<file path="config.mk">
export PLATFORM = sky130hd
export DESIGN_NAME = mrc_reset_ctrl
export DESIGN_NICKNAME = d
export VERILOG_FILES = /design/src/mrc_pkg.sv /design/src/mrc_reset_ctrl.sv
export VERILOG_INCLUDE_DIRS = /design/src
export SDC_FILE = /design/constraint.sdc
export NUM_CORES = 1
export LEC_CHECK = 0
export BUFFER_PORTS_ARGS = -buffer_cell sky130_fd_sc_hd__buf_2
export CAP_MARGIN = 20
export CELL_PAD_IN_SITES_DETAIL_PLACEMENT = 1
export CELL_PAD_IN_SITES_GLOBAL_PLACEMENT = 1
export CORE_ASPECT_RATIO = 1.4
export CORE_UTILIZATION = 32
export DETAILED_ROUTE_END_ITERATION = 16
export PLACE_DENSITY_LB_ADDON = 0.05
export SKIP_CTS_REPAIR_TIMING = 1
export SLEW_MARGIN = 20
export SYNTH_ARGS = -nofsm -noshare
export SYNTH_HDL_FRONTEND = slang
export SYNTH_SLANG_ARGS = --single-unit
</file>
<file path="constraint.sdc">
create_clock -name pclk -period 2 [get_ports pclk]
set_input_delay 0.3 -clock pclk [delete_from_list [all_inputs] [get_ports pclk]]
set_output_delay 0.3 -clock pclk [all_outputs]
set_load 0.02 [all_outputs]
</file>
<file path="src/mrc_cfg.svh">
// Constants of the reset controller: offsets, field positions, reset values, timing
`ifndef MRC_CFG_SVH
`define MRC_CFG_SVH

// ********************************************************************
// Register offsets (APB byte addresses)
// ********************************************************************
`define MRC_WDOG_CLEAR_OFF   16'h1ff0
`define MRC_CTRL_OFF         12'h000
`define MRC_STATUS_OFF       12'h004
`define MRC_CAUSE_OFF        12'h008

// ********************************************************************
// Field positions and reset values
// ********************************************************************
`define MRC_CLEAR_BIT        0
`define MRC_ROM_BYTE_RST     8'h00
`define MRC_TMR_RST          16'hfffc
`define MRC_ANALOG_MUX_REG_RST         8'h80
`define MRC_IRQ_STATUS_CONTROL_REG_RST         8'h90
`define MRC_CORE_TICK_STATUS_CONTROL_RST        8'h03
`define MRC_VEC_HI           16'h1ffe
`define MRC_VEC_LO           16'h1fff
`define MRC_SP_RST           8'hff

// ********************************************************************
// Address map used by the illegal-fetch check
// ********************************************************************
`define MRC_PROG_LO          16'h0700
`define MRC_PROG_HI          16'h1fff
`define MRC_WORK_LO          16'h0020
`define MRC_WORK_HI          16'h00ff

// ********************************************************************
// Timing counts in bus cycles
// ********************************************************************
`define MRC_PULL_MIN_CYC     3
`define MRC_STAB_SHORT       16
`define MRC_STAB_LONG        4064
`define MRC_WDOG_TIMEOUT     65536

`endif

</file>
<file path="src/mrc_pkg.sv">
// Types shared by the reset controller
package mrc_pkg;

    // Raw reset sources, one bit each
    typedef struct packed {
        logic pin;
        logic power_up;
        logic watchdog;
        logic undervoltage;
        logic illegal;
    } mrc_src_type;

    // Reset values presented to the core and peripherals
    typedef struct packed {
        logic [7:0]  stack_ptr;
        logic        irq_mask;
        logic [15:0] vector_lo_addr;
        logic [15:0] vector_hi_addr;
        logic        stop_latch_clr;
        logic        wait_latch_clr;
        logic [7:0]  irq_status_control_reg;
        logic [7:0]  core_tick_status_control;
        logic [15:0] timer_count;
        logic [15:0] alt_count;
        logic [7:0]  analog_mux_reg;
    } mrc_init_type;

    // Power-up sequencer states
    typedef enum logic [1:0] {
        MRC_ST_STAB,
        MRC_ST_WAIT_SRC,
        MRC_ST_RUN
    } mrc_state_type;

endpackage

</file>
<file path="src/mrc_reset_ctrl.sv">
// Reset controller: source combining, pin pulldown, watchdog clear and reset values
// Notes on behaviour
// - Pin pulldown for source length plus 2 cycles, 3 cycles minimum
// - Power-up holds reset 16 or 4064 cycles
// - Stay in reset while other sources persist
// - Power-up alone never drives pin pulldown
// - Watchdog timeout resets; zero write restarts it
// - Clear register write-only; read returns program byte
// - Writing one does not restart the watchdog counter; it keeps counting
// - Watchdog reset present per build parameter
// - Undervoltage input resets when enabled by parameter
// - Fetch outside program/working memory resets
// - Reset loads stack, mask, vector, clears latches
// - Directions, pulldown inhibits cleared; interrupt enable set
// - Core tick cleared; slowest periodic rate chosen
// - Any reset clears the watchdog counter
// - Both timer counters load fffc on reset
// - Timer enables, output level cleared; rest kept
// - Serial control and status cleared; data kept
// - Analog mux cleared except sample bit; rest cleared
// - Oscillator select chooses internal low-power oscillator
`timescale 1ns/1ps
`default_nettype none
`include "mrc_cfg.svh"

module mrc_reset_ctrl #(
    parameter bit          LONG_STAB    = 1'b1,     // Stabilization count choice
    parameter bit          WDOG_EN      = 1'b1,     // Watchdog reset present
    parameter bit          UV_EN        = 1'b1,     // Undervoltage reset present
    parameter int unsigned WDOG_TIMEOUT = `MRC_WDOG_TIMEOUT, // Cycles to timeout
    parameter int unsigned STAB_LONG    = `MRC_STAB_LONG,    // Long stabilization
    parameter logic [7:0]  ROM_BYTE     = `MRC_ROM_BYTE_RST  // Program byte, arbitrary
) (
    input  wire logic                 pclk,
    input  wire logic                 presetn,
    input  wire logic                 psel,
    input  wire logic                 penable,
    input  wire logic                 pwrite,
    input  wire logic [15:0]          paddr,
    input  wire logic [31:0]          pwdata,
    output logic [31:0]               prdata,
    output logic                      pready,
    output logic                      pslverr,
    input  wire logic                 osc_active,
    input  wire logic                 reset_pin_in,
    output logic                      reset_pin_out,
    output logic                      reset_pin_oe_n,
    input  wire logic                 undervoltage_in,
    input  wire logic                 fetch_valid,
    input  wire logic [15:0]          fetch_addr,
    output logic                      internal_rst,
    output mrc_pkg::mrc_init_type     init_vals
);
    import mrc_pkg::*;

    // ****************************************************************
    // Constants
    // ****************************************************************
    localparam int unsigned STAB_CYC = LONG_STAB ? STAB_LONG : `MRC_STAB_SHORT;
    localparam int unsigned CW       = $clog2(STAB_LONG + 1) + 1;
    localparam int unsigned WW       = $clog2(WDOG_TIMEOUT + 1) + 1;
    localparam logic [CW-1:0] STAB_LAST = CW'(STAB_CYC - 1);
    localparam logic [WW-1:0] WDOG_LAST = WW'(WDOG_TIMEOUT - 1);
    localparam logic [2:0]    PULL_LAST = 3'(`MRC_PULL_MIN_CYC - 1);

    // ****************************************************************
    // Reset pin synchroniser, three stages
    // ****************************************************************
    logic [2:0] pin_sync_q;      // Stage 0 feeds stage 1 only
    logic       pin_low_q;       // Filtered pin level, 1 when pin is low

    // Shift the pin in; sync stage 0 is read only by stage 1
    always_ff @(posedge pclk or negedge presetn) begin
        if (!presetn) begin
            pin_sync_q <= 3'h7;
        end else begin
            pin_sync_q <= {pin_sync_q[1:0], reset_pin_in};
        end
    end

    // A change counts once stages 1 and 2 agree
    wire pin_agree = (pin_sync_q[1] == pin_sync_q[2]);
    always_ff @(posedge pclk or negedge presetn) begin
        if (!presetn) begin
            pin_low_q <= 1'b0;
        end else if (pin_agree) begin
            pin_low_q <= ~pin_sync_q[2];
        end
    end

    // ****************************************************************
    // Power-up sequencer
    // ****************************************************************
    mrc_state_type state_q;      // Sequencer state
    mrc_state_type state_d;
    logic [CW-1:0] stab_cnt_q;   // Stabilization count
    logic          others_active; // Any source other than power-up

    // Count only once the oscillator runs
    wire stab_done = (stab_cnt_q == STAB_LAST);

    always_comb begin
        state_d = state_q;
        unique case (state_q)
            MRC_ST_STAB: begin
                // End of count; stay held if others persist
                if (osc_active && stab_done) begin
                    state_d = others_active ? MRC_ST_WAIT_SRC : MRC_ST_RUN;
                end
            end
            MRC_ST_WAIT_SRC: begin
                if (!others_active) begin
                    state_d = MRC_ST_RUN;
                end
            end
            MRC_ST_RUN: begin
                state_d = MRC_ST_RUN;
            end
        endcase
    end

    // Sequencer registers
    always_ff @(posedge pclk or negedge presetn) begin
        if (!presetn) begin
            state_q    <= MRC_ST_STAB;
            stab_cnt_q <= '0;
        end else begin
            state_q <= state_d;
            if (state_q == MRC_ST_STAB && osc_active && !stab_done) begin
                stab_cnt_q <= stab_cnt_q + CW'(1);
            end
        end
    end

    wire power_up_src = (state_q != MRC_ST_RUN);

    // ****************************************************************
    // Illegal opcode fetch detection
    // ****************************************************************
    wire in_prog = (fetch_addr >= `MRC_PROG_LO) && (fetch_addr <= `MRC_PROG_HI);
    wire in_work = (fetch_addr >= `MRC_WORK_LO) && (fetch_addr <= `MRC_WORK_HI);
    wire illegal_fetch = fetch_valid && !in_prog && !in_work && !internal_rst;

    // ****************************************************************
    // APB decode
    // ****************************************************************
    wire apb_setup = psel && !penable;
    wire apb_acc   = psel && penable;
    wire hit_clear = (paddr == `MRC_WDOG_CLEAR_OFF);
    wire hit_ctrl  = (paddr == 16'(`MRC_CTRL_OFF));
    wire hit_stat  = (paddr == 16'(`MRC_STATUS_OFF));
    wire hit_cause = (paddr == 16'(`MRC_CAUSE_OFF));
    wire hit_any   = hit_clear || hit_ctrl || hit_stat || hit_cause;
    // Zero in the clear bit restarts; one is ignored
    wire wdog_kick = apb_acc && pwrite && hit_clear && !pwdata[`MRC_CLEAR_BIT];

    // ****************************************************************
    // Watchdog counter
    // ****************************************************************
    logic [WW-1:0] wdog_cnt_q;   // Timeout counter
    logic          wdog_to_q;    // Timeout flag, held until reset clears it
    logic          wdog_run_q;   // Software stop of the watchdog, reset on

    // Counter restarts on kick and on any reset
    always_ff @(posedge pclk or negedge presetn) begin
        if (!presetn) begin
            wdog_cnt_q <= '0;
            wdog_to_q  <= 1'b0;
        end else if (internal_rst) begin
            wdog_cnt_q <= '0;
            wdog_to_q  <= 1'b0;
        end else if (wdog_kick || !wdog_run_q) begin
            wdog_cnt_q <= '0;
        end else if (wdog_cnt_q == WDOG_LAST) begin
            wdog_cnt_q <= '0;
            wdog_to_q  <= WDOG_EN;
        end else begin
            wdog_cnt_q <= wdog_cnt_q + WW'(1);
        end
    end

    // ****************************************************************
    // Source combining and pin pulldown
    // ****************************************************************
    mrc_src_type src;
    assign src.pin          = pin_low_q;
    assign src.power_up     = power_up_src;
    assign src.watchdog     = wdog_to_q;
    assign src.undervoltage = UV_EN && undervoltage_in;
    assign src.illegal      = illegal_fetch;
    assign others_active    = src.pin || src.watchdog || src.undervoltage || src.illegal;
    // Only three sources may pull the pin
    wire pull_src = src.watchdog || src.undervoltage || src.illegal;

    logic [2:0] pull_cnt_q;      // Minimum pulldown length counter
    logic       pull_q;          // Pulldown active
    logic       rst_q;           // Registered internal reset
    logic       pull_prev_q;     // Pulldown as it was one cycle ago

    // Pull while the source lasts, at least three cycles
    always_ff @(posedge pclk or negedge presetn) begin
        if (!presetn) begin
            pull_q     <= 1'b0;
            pull_cnt_q <= 3'h0;
        end else if (pull_src) begin
            pull_q     <= 1'b1;
            pull_cnt_q <= 3'h0;
        end else if (pull_q && pull_cnt_q != PULL_LAST) begin
            pull_cnt_q <= pull_cnt_q + 3'h1;
        end else begin
            pull_q <= 1'b0;
        end
    end

    // Registered OR; release lands on a clock edge
    always_ff @(posedge pclk or negedge presetn) begin
        if (!presetn) begin
            rst_q       <= 1'b1;
            pull_prev_q <= 1'b0;
        end else begin
            // Our own pulldown comes back through the pin synchroniser late;
            // bridging that gap keeps reset from pulsing twice
            rst_q       <= others_active || src.power_up || pull_q || pull_prev_q;
            pull_prev_q <= pull_q;
        end
    end

    // Illegal fetch is held in the pull, which keeps reset through it
    assign internal_rst   = rst_q || pull_q;
    assign reset_pin_out  = 1'b0;
    assign reset_pin_oe_n = ~pull_q;

    // ****************************************************************
    // Cause register, sticky, cleared by write of one
    // ****************************************************************
    logic [4:0] cause_q;         // Which sources fired
    wire  [4:0] cause_set = {src.pin, src.power_up, src.watchdog, src.undervoltage, src.illegal};
    wire        cause_wr  = apb_acc && pwrite && hit_cause;
    wire  [4:0] cause_clr = cause_wr ? pwdata[4:0] : 5'h00;

    // Set wins over a simultaneous clear
    always_ff @(posedge pclk or negedge presetn) begin
        if (!presetn) begin
            cause_q <= 5'h08;
        end else begin
            cause_q <= (cause_q & ~cause_clr) | cause_set;
        end
    end

    // Control register: watchdog run bit
    always_ff @(posedge pclk or negedge presetn) begin
        if (!presetn) begin
            wdog_run_q <= 1'b1;
        end else if (apb_acc && pwrite && hit_ctrl) begin
            wdog_run_q <= pwdata[0];
        end
    end

    // ****************************************************************
    // APB read data, registered at setup
    // ****************************************************************
    logic [31:0] rdata_q;        // Read word
    logic        err_q;          // Unmapped access flag
    wire  [31:0] rd_mux = hit_clear ? {24'h0, ROM_BYTE} :
                          hit_ctrl  ? {31'h0, wdog_run_q} :
                          hit_stat  ? {29'h0, internal_rst, pull_q, power_up_src} :
                          hit_cause ? {27'h0, cause_q} : 32'h0;

    // Capture read data in the setup cycle; access ends next cycle
    always_ff @(posedge pclk or negedge presetn) begin
        if (!presetn) begin
            rdata_q <= 32'h0;
            err_q   <= 1'b0;
        end else if (apb_setup) begin
            rdata_q <= pwrite ? 32'h0 : rd_mux;
            err_q   <= !hit_any;
        end
    end

    assign prdata  = rdata_q;
    assign pready  = 1'b1;
    assign pslverr = apb_acc && err_q;

    // ****************************************************************
    // Reset values presented to the core and peripherals
    // ****************************************************************
    assign init_vals.stack_ptr                = `MRC_SP_RST;
    assign init_vals.irq_mask                 = 1'b1;
    assign init_vals.vector_hi_addr           = `MRC_VEC_HI;
    assign init_vals.vector_lo_addr           = `MRC_VEC_LO;
    assign init_vals.stop_latch_clr           = internal_rst;
    assign init_vals.wait_latch_clr           = internal_rst;
    // Interrupt enable set, osc select high=1 low=0; directions cleared by reset
    assign init_vals.irq_status_control_reg   = `MRC_IRQ_STATUS_CONTROL_REG_RST;
    assign init_vals.core_tick_status_control = `MRC_CORE_TICK_STATUS_CONTROL_RST;
    assign init_vals.timer_count              = `MRC_TMR_RST;
    assign init_vals.alt_count                = `MRC_TMR_RST;
    assign init_vals.analog_mux_reg           = `MRC_ANALOG_MUX_REG_RST;
endmodule

`default_nettype wire

</file>
==> summary.txt <==
Layout
  • Layout cells sized above 1: 0.194
  • Diodes inserted: 0
  • Leading cell type in the layout, fill and taps excluded: conb_1
  • Storage element area: ~1400 um2
  • Fin area: approximately 4000 um2
  • Fill count: 1391
  • Area occupied by multi-input gates: about 1700 um2
  • Highest-count cells in the layout ignoring fill and taps: conb_1, dfrtp_1, buf_2, nor2_1, nand2_1
  • Nets@finish: 543
  • Area growth from synthesis to layout: 5.43%

Yosys
  • Yosys reg bits: 56
  • Post-synthesis mux area share: 0.00910
  • Compound-gate portion of the synthesized area: 0.0705
  • Area contributors post-synth: dfrtp_1, buf_4, dfstp_2, nor2_1, xor2_1
  • XOR/XNOR share of the synthesized area: 0.0661
  • Synth Area in Adders: 0.0236
  • Register area share after synthesis: 0.380
  • Syn Std Cell Area: about 3700 um2
  • Synth area leader: dfrtp_1
  • FFs w/ async S/R, synth: 1.00
  • Top_reg_cell synth: dfrtp_1
  • Largest family of logic cells by synthesized area: buffers and inverters
  • EDFF count, synth: 0
  • Yosys top cell area share: 0.337
  • Number of library cell types mapped by synthesis: 46
  • Mapped Cells: 397
  • Yosys warnings: 0
  • Synth Area in Simple Gates: 0.174
  • Syn avg cell area: a little over 9 um2

Critical path
  • Crit path launch type: flip-flop
  • Crit Path Max Fanout: 4
  • R2R depth: 6
  • Worst R2R Setup Slack: 0.23 ns
  • Critical path capture point type: flip-flop
  • CP endpoint: wdog_cnt_q[16]
  • Reg-to-Reg Start: wdog_cnt_q[2]
  • Critical path arrival: about 2.0 ns
  • WS Path Type: reg2reg
  • Setup crit start: wdog_cnt_q[2]
  • Critical Path RT: 2.22 ns
  • Endpoint of the most critical register-to-register path: wdog_cnt_q[16]

Timing
  • Skew final: a little under 0.006 ns
  • Setup TNS: 0 ns
  • RSZ-0062 raised after global routing: no
  • WHS: -0.0251 ns
  • Final Setup Violations: 0
  • Fin crit period: ~1.8 ns
  • Hold Fails Final Rpt: 19
  • Final period utilization: 0.884
  • Fin. max-slew vios: 0
  • Rel. slew slack: 0.647
  • Final setup margin: around 0.23 ns
  • Max Clock Freq: 0.566 GHz
  • Worst Tran Pin Value: 0.529 ns

Global routing
  • Number of global-route vias before repair: roughly 2500
  • First-pass GRT wire length: 12.3 mm
  • Total track usage: 0.130
  • GRT overflow: 0
  • Initial antenna violation count: 0
  • Largest net degree at the start of global routing: 23

Clock tree
  • CTS Sinks: 56
  • Clock buffer depth: 2
  • CTS tree: built
  • CTS root buf: clkbuf_16
  • Clk_lat worst skew: just under 0.3 ns
  • H-tree Lvls: 2
  • Num CTS Buffers: 5
  • Clock transition at the registers of the reported paths: around 0.070 ns

Routing
  • Residual DRC: 0
  • DRT iter0 DRCs: 51
  • DR WL/cell: between 10 and 15 um
  • Via Count: approximately 2500
  • DRT Pass-1 Iters: 3
  • Routed vias/inst: roughly 4.1
  • Final wirelength: about 7.4 mm
  • Final antenna-violating net count: 0

Placement
  • Place WS: roughly 0.098 ns
  • # port buffers: 50
  • Hpwl dp: roughly 6 mm
  • Area after DPL: approximately 3700 um2
  • Routability Congestion: about 0.72

Pwr
  • Int Pwr: 2.01 mW
  • Tot Pwr: about 3.0 mW
  • Clock network fraction of total power: 0.313
  • Combinational Power Share: 0.240
  • Peak supply drop: approximately 330 uV
  • Pwr/cell area: ~770 nW/um2
  • Sw power: 0.990 mW
  • Seq pwr share: 0.447
  • Leak pwr: around 1.9 nW
  • Net Sw Frac: 0.330

Run status
  • Outcome: finished, violations left
  • Failing checks: negative hold slack

Floorplan
  • Die Y: approximately 130 um
  • Initial Util: 0.327
  • Die Span X: slightly above 90 um
  • Die area: approximately 12000 um2
  • Num ports: 209
  • Core area: ~11000 um2
  • # rows: 46

Job
  • # Max-Cap Violations: 0

Worst hold path
  • Worst hold-check path type: in2async
state kept, by name, indices dropped and copies added (netlist names), 2 cells and up:
| signal | flops |
|---|---|
| wdog_cnt_q | 18 |
| stab_cnt_q | 13 |
| pull_cnt_q | 3 |
| cause_q | 5 |
| pin_sync_q | 3 |
| state_q | 2 |
| prdata | 5 |
cell families after synthesis:
group | count (synthesis)
buffers and inverters | 142
and+or+nand+nor | 128
DFF | 56
AOI/OAI and AO/OA | 31
xor gates and xnor gates | 28
adders and majority gates | 7
muxes | 3
other | 2
critical path, cell delays in order (launching register included):
cell and delay, ns:
dfrtp_1 0.40, and3_1 0.24, nand3_1 0.16, or3_1 0.44
buf_4 0.17, nand3b_1 0.14, a21oi_1 0.15
synth_stat cells (2+ instances only):
cell type / n
a21o_1: 4
nor4_2: 2
a22oi_1: 2
buf_4: 128
ha_1: 7
o22a_1: 2
o21ai_0: 4
and3_1: 6
nand4_1: 4
nand2b_1: 2
dfrtp_1: 50
nand2_1: 29
nor2b_1: 4
nor3_1: 11
nor4_1: 5
mux2_2: 3
a32o_1: 3
a21bo_2: 2
dfstp_2: 6
nor2_1: 38
conb_1: 2
o31ai_1: 2
and4_1: 2
inv_1: 12
xor2_1: 15
nand3_1: 17
a21oi_1: 4
xnor2_1: 13
area by class of cell:
type | count | share of cell area
Timing Repair Buffer | 65 | 0.0959
Inverter | 12 | 0.0115
Sequential cell | 56 | 0.360
Tap cell | 144 | 0.0461
Clock buffer | 8 | 0.0400
Multi-Input combinational cell | 323 | 0.446
layer usage:
layer	vias to the layer above	track usage	share of wire
met1	1199	0.145	0.38
met2	85	0.248	0.56
met4	0	0.0380	0.012
met5	-	0	0
li1	1193	-	-
met3	7	0.0258	0.051
per-stage QoR:
stage                      util  instances
after CTS                 0.343        607
after floorplan               -        521
after global placement    0.330        599
after detailed placement  0.330        599
after global routing      0.345        608
final                     0.345        608
worst min path at each step:
stage                     startpoint       endpoint  slack, ns
final                        presetn  wdog_cnt_q[1]      -0.03
after floorplan              presetn     cause_q[0]      0.004
after CTS                    presetn  wdog_cnt_q[0]     -0.004
after global routing         presetn  wdog_cnt_q[0]       0.02
after detailed placement     presetn  wdog_cnt_q[0]       0.32
after global placement       presetn  wdog_cnt_q[0]       0.31
power by group through the flow:
stage	logic, mW	clock network (mW)	registers, mW
2_1_floorplan	0.739	0	1.33
3_3_place_gp	0.703	0	1.36
3_5_place_dp	0.726	0	1.36
4_1_cts	0.731	0.986	1.34
5_1_grt	0.821	1.03	1.36
6_report	0.719	0.939	1.34
Power figures use the tool's default switching activity.
